$ cat config.mk
export PLATFORM = sky130hd
export DESIGN_NAME = interrupt_priority_select
export DESIGN_NICKNAME = d
export VERILOG_FILES = /design/src/common/intprio_pkg.sv /design/src/common/prio_pick_if.sv /design/src/logic/interrupt_priority_select.sv /design/src/logic/prio_resolver.sv
export SDC_FILE = /design/constraint.sdc
export NUM_CORES = 1
export LEC_CHECK = 0
export ABC_AREA = 1
export ABC_CLOCK_PERIOD_IN_PS = 1400
export BUFFER_PORTS_ARGS = -buffer_cell sky130_fd_sc_hd__buf_2
export CAP_MARGIN = 20
export CORE_MARGIN = 10
export CORE_UTILIZATION = 45
export DETAILED_ROUTE_END_ITERATION = 6
export PLACE_DENSITY = 0.77
export SYNTH_ARGS = -nofsm -noshare
export SYNTH_HDL_FRONTEND = slang
export SYNTH_HIERARCHICAL = 1
export SYNTH_SLANG_ARGS = --single-unit
$ cat constraint.sdc
create_clock -name ref_clk -period 1.4 [get_ports ref_clk]
set_clock_uncertainty 0.1 [all_clocks]
set_input_delay 0.07 -clock ref_clk [delete_from_list [all_inputs] [get_ports ref_clk]]
set_output_delay 0.07 -clock ref_clk [all_outputs]
set_load 0.01 [all_outputs]
$ cat src/common/intprio_pkg.sv
// package: register map, field positions and reset values of the interrupt priority select block
// assumes: 8-bit register port, four interrupt sources indexed by their priority bit
package intprio_pkg;

  localparam int NUM_SRC = 4;
  localparam int ADDR_W = 8;
  localparam int DATA_W = 8;

  // register offsets
  localparam logic [7:0] PRIO_OFS = 8'h00;
  localparam logic [7:0] STATUS_OFS = 8'h04;

  // priority register field positions
  localparam int CONV_DONE_BIT = 3;
  localparam int WINDOW_CMP_BIT = 2;
  localparam int PIN_MATCH_BIT = 1;
  localparam int TWOWIRE_BIT = 0;

  // status register field positions
  localparam int STAT_REQ_LSB = 0;
  localparam int STAT_LOW_ACT_BIT = 4;
  localparam int STAT_HIGH_ACT_BIT = 5;
  localparam int STAT_OFFER_BIT = 6;

  // values after reset
  localparam logic [3:0] PRIO_RESET = 4'h0;
  localparam logic [7:0] RDATA_RESET = 8'h00;

endpackage : intprio_pkg

$ cat src/common/prio_pick_if.sv
// interface: request and priority vectors in, one resolved winner out
// assumes: purely combinational resolver on the same clock as its user
`timescale 1ns/10ps
`default_nettype none
interface prio_pick_if;
  logic [3:0] req;
  logic [3:0] prio;
  logic pickValid;
  logic [1:0] pickIdx;
  logic pickHigh;

  modport user (output req, output prio, input pickValid, input pickIdx, input pickHigh);
  modport resolver (input req, input prio, output pickValid, output pickIdx, output pickHigh);
endinterface : prio_pick_if
`default_nettype wire

$ cat src/logic/interrupt_priority_select.sv
// module: interrupt priority register with two-level arbitration toward the core
// assumes: sources and core handshake run on ref_clk; core pulses irqAck on a taken
// offer and irqReturn when it leaves a service routine
`timescale 1ns/10ps
`default_nettype none

// Notes on behaviour
// - Priority bit 3 puts the conversion-complete interrupt at low level when clear and high level when set.
// - Priority bit 2 puts the window-compare interrupt at low level when zero and high level when one.
// - Priority bit 1 puts the port match interrupt at low level when zero and high level when one.
// - Priority bit 0 puts the two-wire bus interrupt at low level when written zero, high level when one.
module interrupt_priority_select
(
  input wire logic ref_clk,
  input wire logic rst,
  input wire logic [7:0] addr,
  input wire logic [7:0] wrData,
  input wire logic wrStb,
  input wire logic rdStb,
  output logic [7:0] rdData,
  input wire logic [3:0] irqReq,
  output logic irqValid,
  output logic [1:0] irqIndex,
  output logic irqHigh,
  input wire logic irqAck,
  input wire logic irqReturn,
  output logic convDonePrioSel,
  output logic windowCmpPrioSel,
  output logic pinMatchPrioSel,
  output logic twowirePrioSel
);

  // ----------------------------------------------------------------
  // state
  // ----------------------------------------------------------------
  typedef struct packed {
    logic [3:0] prio;
    logic lowActive;
    logic highActive;
    logic offerValid;
    logic [1:0] offerIdx;
    logic offerHigh;
    logic [7:0] rdData;
  } state_type;

  state_type cur_q;
  state_type nxt_d;

  prio_pick_if pick ();

  assign pick.req = irqReq;
  assign pick.prio = cur_q.prio;

  prio_resolver u_resolver
  (
    .pick(pick)
  );

  logic mayOffer;
  logic prioWrite;
  logic statusRead;
  logic prioRead;

  assign prioWrite = wrStb && (addr == intprio_pkg::PRIO_OFS);
  assign prioRead = rdStb && (addr == intprio_pkg::PRIO_OFS);
  assign statusRead = rdStb && (addr == intprio_pkg::STATUS_OFS);

  // ----------------------------------------------------------------
  // preemption gate
  // ----------------------------------------------------------------
  // preemption gate
  // a high pick only waits for a high service; a low pick waits for any service
  assign mayOffer = pick.pickValid && !cur_q.highActive && (pick.pickHigh || !cur_q.lowActive);

  // ----------------------------------------------------------------
  // next state
  // ----------------------------------------------------------------
  always_comb
  begin
    nxt_d = cur_q;

    if (prioWrite)
    begin
      nxt_d.prio = wrData[3:0];
    end

    // leaving a routine ends the innermost level first
    if (irqReturn)
    begin
      if (cur_q.highActive)
      begin
        nxt_d.highActive = 1'b0;
      end
      else
      begin
        nxt_d.lowActive = 1'b0;
      end
    end

    if (irqAck && cur_q.offerValid)
    begin
      if (cur_q.offerHigh)
      begin
        nxt_d.highActive = 1'b1;
      end
      else
      begin
        nxt_d.lowActive = 1'b1;
      end
    end

    // the offer is withdrawn in the ack cycle so the same source is not offered twice
    // before its service level is recorded
    // fixed order offer
    nxt_d.offerValid = mayOffer && !irqAck;
    nxt_d.offerIdx = pick.pickIdx;
    nxt_d.offerHigh = pick.pickHigh;

    nxt_d.rdData = intprio_pkg::RDATA_RESET;
    if (prioRead)
    begin
      nxt_d.rdData = {4'h0, cur_q.prio};
    end
    else if (statusRead)
    begin
      nxt_d.rdData[intprio_pkg::STAT_REQ_LSB +: 4] = irqReq;
      nxt_d.rdData[intprio_pkg::STAT_LOW_ACT_BIT] = cur_q.lowActive;
      nxt_d.rdData[intprio_pkg::STAT_HIGH_ACT_BIT] = cur_q.highActive;
      nxt_d.rdData[intprio_pkg::STAT_OFFER_BIT] = cur_q.offerValid;
    end
  end

  always_ff @(posedge ref_clk)
  begin
    if (rst)
    begin
      cur_q.prio <= intprio_pkg::PRIO_RESET;
      cur_q.lowActive <= 1'b0;
      cur_q.highActive <= 1'b0;
      cur_q.offerValid <= 1'b0;
      cur_q.offerIdx <= 2'h0;
      cur_q.offerHigh <= 1'b0;
      cur_q.rdData <= intprio_pkg::RDATA_RESET;
    end
    else
    begin
      cur_q <= nxt_d;
    end
  end

  // ----------------------------------------------------------------
  // outputs
  // ----------------------------------------------------------------
  assign rdData = cur_q.rdData;
  assign irqValid = cur_q.offerValid;
  assign irqIndex = cur_q.offerIdx;
  assign irqHigh = cur_q.offerHigh;
  assign convDonePrioSel = cur_q.prio[intprio_pkg::CONV_DONE_BIT];
  assign windowCmpPrioSel = cur_q.prio[intprio_pkg::WINDOW_CMP_BIT];
  assign pinMatchPrioSel = cur_q.prio[intprio_pkg::PIN_MATCH_BIT];
  assign twowirePrioSel = cur_q.prio[intprio_pkg::TWOWIRE_BIT];

  // ----------------------------------------------------------------
  // checks
  // ----------------------------------------------------------------
  conv_bit_a: assert property (@(posedge ref_clk) disable iff (rst)
    prioWrite |=> (convDonePrioSel == $past(wrData[3])) && (rdData == 8'h00))
    else $error("conversion priority bit did not follow the write");

  window_bit_a: assert property (@(posedge ref_clk) disable iff (rst)
    (prioWrite ##1 !prioWrite [*2]) |-> (windowCmpPrioSel == $past(wrData[2], 2)))
    else $error("window priority bit lost or changed without a write");

  match_bit_a: assert property (@(posedge ref_clk) disable iff (rst)
    !prioWrite |=> $stable(pinMatchPrioSel))
    else $error("match priority bit changed without a write");

  twowire_bit_a: assert property (@(posedge ref_clk) disable iff (rst)
    (prioWrite && !wrData[0]) ##1 prioRead |=> !rdData[0] && !twowirePrioSel)
    else $error("two-wire priority bit not low after writing zero");

  high_preempt_a: assert property (@(posedge ref_clk) disable iff (rst)
    (cur_q.lowActive && !cur_q.highActive && ((irqReq & cur_q.prio) != 4'h0) && !irqAck)
    |=> irqValid && irqHigh)
    else $error("high request did not preempt low service");

  low_blocked_a: assert property (@(posedge ref_clk) disable iff (rst)
    irqValid && !irqHigh |-> $past(!cur_q.lowActive && !cur_q.highActive && ((irqReq & cur_q.prio) == 4'h0)))
    else $error("low request offered while blocked or beside a high one");

  fixed_order_a: assert property (@(posedge ref_clk) disable iff (rst)
    irqValid |-> (((irqHigh ? $past(irqReq & cur_q.prio) : $past(irqReq & ~cur_q.prio)) >> irqIndex) == 4'h1))
    else $error("offered source not first in fixed order");

  ack_withdraw_a: assert property (@(posedge ref_clk) disable iff (rst)
    irqValid && irqAck |=> !irqValid && ($past(irqHigh) ? cur_q.highActive : cur_q.lowActive))
    else $error("offer not withdrawn or level not recorded on ack");

  conv_high_a: assert property (@(posedge ref_clk) disable iff (rst)
    (prioWrite && wrData[intprio_pkg::CONV_DONE_BIT]) |=> convDonePrioSel)
    else $error("conversion priority bit not high after writing one");

  match_follow_a: assert property (@(posedge ref_clk) disable iff (rst)
    prioWrite |=> (pinMatchPrioSel == $past(wrData[intprio_pkg::PIN_MATCH_BIT])))
    else $error("match priority bit did not follow the write");

  // a high service blocks every new offer until the core leaves it
  high_blocks_a: assert property (@(posedge ref_clk) disable iff (rst)
    cur_q.highActive |=> !irqValid)
    else $error("offer raised during high service");

endmodule : interrupt_priority_select
`default_nettype wire

$ cat src/logic/prio_resolver.sv
// module: picks one pending source, high level before low, higher index first within a level
// assumes: request levels already on the local clock; no state of its own
`timescale 1ns/10ps
`default_nettype none
module prio_resolver
(
  prio_pick_if.resolver pick
);

  logic [3:0] hiReq;
  logic [3:0] loReq;
  logic [3:0] hiWin;
  logic [3:0] loWin;

  assign hiReq = pick.req & pick.prio;
  assign loReq = pick.req & ~pick.prio;

  // ----------------------------------------------------------------
  // fixed order inside each level
  // ----------------------------------------------------------------
  genvar i;
  generate
    for (i = 0; i < 4; i++)
    begin : g_win
      assign hiWin[i] = hiReq[i] && ((hiReq >> (i + 1)) == 4'h0);
      assign loWin[i] = loReq[i] && ((loReq >> (i + 1)) == 4'h0);
    end
  endgenerate

  always_comb
  begin
    pick.pickValid = (hiReq != 4'h0) || (loReq != 4'h0);
    pick.pickHigh = (hiReq != 4'h0);
    pick.pickIdx = 2'h0;
    for (int k = 0; k < 4; k++)
    begin
      if (pick.pickHigh ? hiWin[k] : loWin[k])
      begin
        pick.pickIdx = 2'(k);
      end
    end
  end

endmodule : prio_resolver
`default_nettype wire

* After elaboration in Yosys (flattened, before gate mapping) *
Cells that the tools add are included.

storage, ports and cells
  register bits after elaboration = 18
  input port bits = 26
  output and inout bits = 16

cells by class
  equal/unequal tests = 1
  mux-type cells = 13
  bitwise gates (word level) = 4
  reductions and logical operators = 24

operators with widths
  operator            number
  $logic_not 4->1     4
  $logic_and 1x1->1   11
  $and 4x4->4         2
  $eq 8x3->1 const B  1
  $logic_not 8->1     1
  $mux 2              4
  $mux 4              2
  $reduce_bool 4->1   2
  $mux 1              7
  $not 4->4           1
  $logic_not 1->1     3
  $reduce_or 3->1     1
  $logic_or 1x1->1    2
  $not 1->1           1

* Longest topological paths before layout *
  depth in word-level cells = 8
  mapped depth = 8

* Hierarchy *
The synthesis kept the hierarchy.

by module, submodules not included
  module                     instances  cells each  area an instance (um^2)
  interrupt_priority_select  1          105         794.5
  prio_resolver              1          27          133.9

* Least setup slack after synthesis *
Ideal clock, no wire load.

  path type = reg2reg
  from = register pick.prio[3] (netlist name)
  to = register cur_q, in the netlist irqValid
  library setup time = 0.118 ns
  data arrival time = 0.927 ns
  required time = 1.182 ns
  slack = 0.254 ns
  stages on the path, launching flop included = 7
  period minus slack after synthesis = 1.146 ns
  path through = dfxtp_1 -> nand2_1 -> nand2_2 -> nor2_4 -> inv_1 -> o211ai_1 -> nor3_1

RTL lines
  what                  line                              RTL
  end signal, assigned  interrupt_priority_select.sv:147  cur_q <= nxt_d;
  end, declared         interrupt_priority_select.sv:46   state_type cur_q;

* Worst setup path in the final report *
  from = input irqReturn
  to = register cur_q[12] (netlist bit)

on the way
  cells in the longest elaborated chain, start to end = 3

ends and longest elaborated chain
  what             line                              RTL
  start, declared  interrupt_priority_select.sv:26   input wire logic irqReturn,
  $mux 2 *         interrupt_priority_select.sv:88   if (irqReturn)
  $mux 1           interrupt_priority_select.sv:102  if (cur_q.offerHigh)
  $mux 2 *         interrupt_priority_select.sv:100  if (irqAck && cur_q.offerValid)

Every way passes the cells marked *; elsewhere a longest branch is shown, timed or not.
A chain may end at the register's enable or synchronous reset.

==> impl_metrics.json <==
{
  "fin_hold_ws_ps": 3.71,
  "ys_seq_area_share_pct": 36.7,
  "critPathKind": "input port to flop",
  "drive_above_1_share_pct": 33.1,
  "worstPathMaxFanout": 2,
  "worstSkewPairLatency_ps": 280,
  "die_area_sq_um": 4280,
  "place_ws_ps": 216,
  "switching_share_pct": 24.2,
  "r2r_end": "cur_q[12]",
  "cts_tree": "done",
  "drtIter0Drc": 16,
  "routed_wirelength_um": 2200,
  "grt_util_met2_pct": 19.4,
  "cts-buffers-inserted": 3,
  "yosysWarnings": 6,
  "drt-wirelength-per-cell_um": 11.4,
  "end_kind": "flop",
  "endpoint": "cur_q[12]",
  "clock_path_buffers": 2,
  "vias": 875,
  "grt_pass1_vias": 894,
  "min_period_ps": 1360,
  "maxCapViolCount": 0,
  "power.total_uw": 864,
  "ys_types": 23,
  "synth_area_leaders": "dfxtp_1 37%, nand2_1 9.3%, buf_4 8.9%, inv_1 8.9%, nor2_1 6.9%",
  "grt_usage_pct": 10.1,
  "worstPathRequired_ps": 1530,
  "period_share_pct": 97.1,
  "rr_worst_depth": 3,
  "dr.pass1.iters": 4,
  "finalNetCount": 193,
  "busiest_layer": "met2",
  "vias_per_cell": 4.53,
  "syn_area_per_cell_sq_um": 7.03,
  "grt_overflow_total": 0,
  "fillers": 205,
  "die_x_um": 65.4,
  "cts_setup_buffers": 0,
  "status": "finished, final reports clean",
  "coreArea_sq_um": 1960,
  "diodes": 0,
  "grtUsageMet1_pct": 9.77,
  "use_met3_pct": 3.56,
  "finalWorstSetupSlack_ps": 41.0,
  "p_seq_share_pct": 57.1,
  "intPower_uw": 655,
  "worstPathArrival_ps": 1490,
  "clkTransAtPathRegs_ps": 90,
  "htreeDepth": 1,
  "leakage_uw": 0.000600,
  "syn_inst": 132,
  "yosysTopAreaCellShare_pct": 36.7,
  "boundaryPins": 42,
  "crit-reg2reg-launch": "irqValid",
  "cts-root-buf": "clkbuf_4",
  "synthesis.area_sq_um": 928,
  "synth_area_leader_cell": "dfxtp_1",
  "power_frac_comb_pct": 13.6,
  "die_h_um": 65.4,
  "syn-num-nets": 158,
  "grt_pass1_wl_um": 3590,
  "grt_start_max_net_pins": 15,
  "fmax_mhz": 736,
  "num_rows": 16,
  "antenna_left": 0,
  "area_growth_pct": 24.0,
  "ys_ff_latch": 17,
  "setup_viol": 0,
  "drc_errors": 0,
  "max-vdd-ir-drop_mv": 0.375,
  "portBuffers": 36,
  "slew_violations": 0,
  "hold_viol": 0,
  "cts_sinks": 17,
  "switchingPower_uw": 209,
  "holdCritPathClass": "input port to flop",
  "r2r_slack_ps": 50,
  "place.detailed.hpwl_um": 1680,
  "cp-start-kind": "input port",
  "power_frac_clock_pct": 29.3,
  "p_per_area_nw_per_um2": 751,
  "crit_start": "irqReturn",
  "gp_congestion": 0.810,
  "initial_utilization_pct": 47.3,
  "antenna_found_initial": 0
}
[worst min-delay path by stage]
| stage | startpoint | end | slack, ps | cells past startpoint |
|---|---|---|---|---|
| 2_1_floorplan | irqAck | irqValid | 50 | 1 |
| 3_3_place_gp | irqAck | irqValid | 170 | 2 |
| 6_report | wrData[1] | pick.prio[1] | 4 | 5 |
| 5_1_grt | wrData[0] | pick.prio[0] | 8 | 5 |
| 3_5_place_dp | irqAck | irqValid | 170 | 2 |
| 4_1_cts | rdStb | rdData[1] | 7 | 3 |
[cells by family after synthesis]
logic type | Yosys count | share of synthesized area, %
other | 1 | 0.404
AND/OR/NAND/NOR | 67 | 35.6
AO/OA/AOI/OAI | 12 | 7.82
buffers and inverters | 35 | 19.5
flip-flops | 17 | 36.7
[critical path: stages]
cell and delay [ps]:
dlygate4sd3_1 530, buf_2 120, inv_2 50, nand2_2 50, a21oi_2 110, dlygate4sd3_1 550
[flip-flops by register name, summed over array words and instances, names as in the netlist]
register,count
cur_q,2
irqHigh,1
irqIndex,2
irqValid,1
pick.prio,4
rdData,7
[routing by layer]
metal	wire [um]	share of wire, %
met5	0	0
met4	10	0.46
met3	162	7.4
met2	1160	53
met1	869	40
[cell type report]
| cell class | instances | area [sq um] | share of cell area, % |
|---|---|---|---|
| tap | 27 | 33.8 | 2.93 |
| multi-input combinational | 80 | 413 | 35.9 |
| clock buffer | 4 | 26.3 | 2.28 |
| timing repair buffer | 43 | 255 | 22.2 |
| inverter | 22 | 82.6 | 7.17 |
| sequential | 17 | 340 | 29.6 |
[through the flow]
stage / utilization, % / area (sq um) / instances / TNS [ps]
floorplan: - / 928 / 132 / 0
global placement: 53.2 / 1040 / 182 / 0
detailed placement: 53.2 / 1040 / 182 / 0
CTS: 58.6 / 1150 / 194 / 0
global route: 58.7 / 1150 / 193 / -22.4
finish: 58.7 / 1150 / 193 / 0
[timing repair]
action | CTS | global route
gates resized for setup | 0 | 3
endpoints found under the setup margin | 0 | 1
endpoints found under the hold margin | 10 | 0
hold buffers | 8 | 0
[synthesized netlist by cell type (all sizes together)]
cell type	n
a21oi	7
buf	13
conb	1
dfxtp	17
inv	22
nand2	28
nand3	11
nand3b	1
nand4	3
nor2	22
nor3	2
o211ai	1
o21a	1
o21ai	3
[placed cells by master, fill, tap and decap left out]
cell type      synthesis  layout
buf_2                  1      35
nand2_1               23      22
inv_1                 22      21
nor2_1                17      17
dfxtp_1               17      17
nand3_1               10      10
dlygate4sd3_1          0       8
nand2_2                5       6
a21oi_1                6       5
nor2_2                 3       3
nand4_1                3       3
clkbuf_4               0       3
nor2_4                 2       2
o21ai_0                2       2
a21oi_2                1       2
inv_2                  0       1
nand3b_1               1       1
o211ai_1               1       1
nor3_1                 1       1
nand3_2                1       1
nor3_4                 1       1
conb_1                 1       1
clkbuf_1               0       1
o21ai_2                1       1
o21a_1                 1       1
[power by group through the flow]
stage / clock, uW / combinational [uW] / sequential [uW]
floorplan: 0 / 59.9 / 505
detailed placement: 0 / 102 / 505
finish: 253 / 118 / 493
global placement: 0 / 97.8 / 505
CTS: 255 / 118 / 494
global route: 285 / 133 / 495
(Power assumes the default switching activity.)
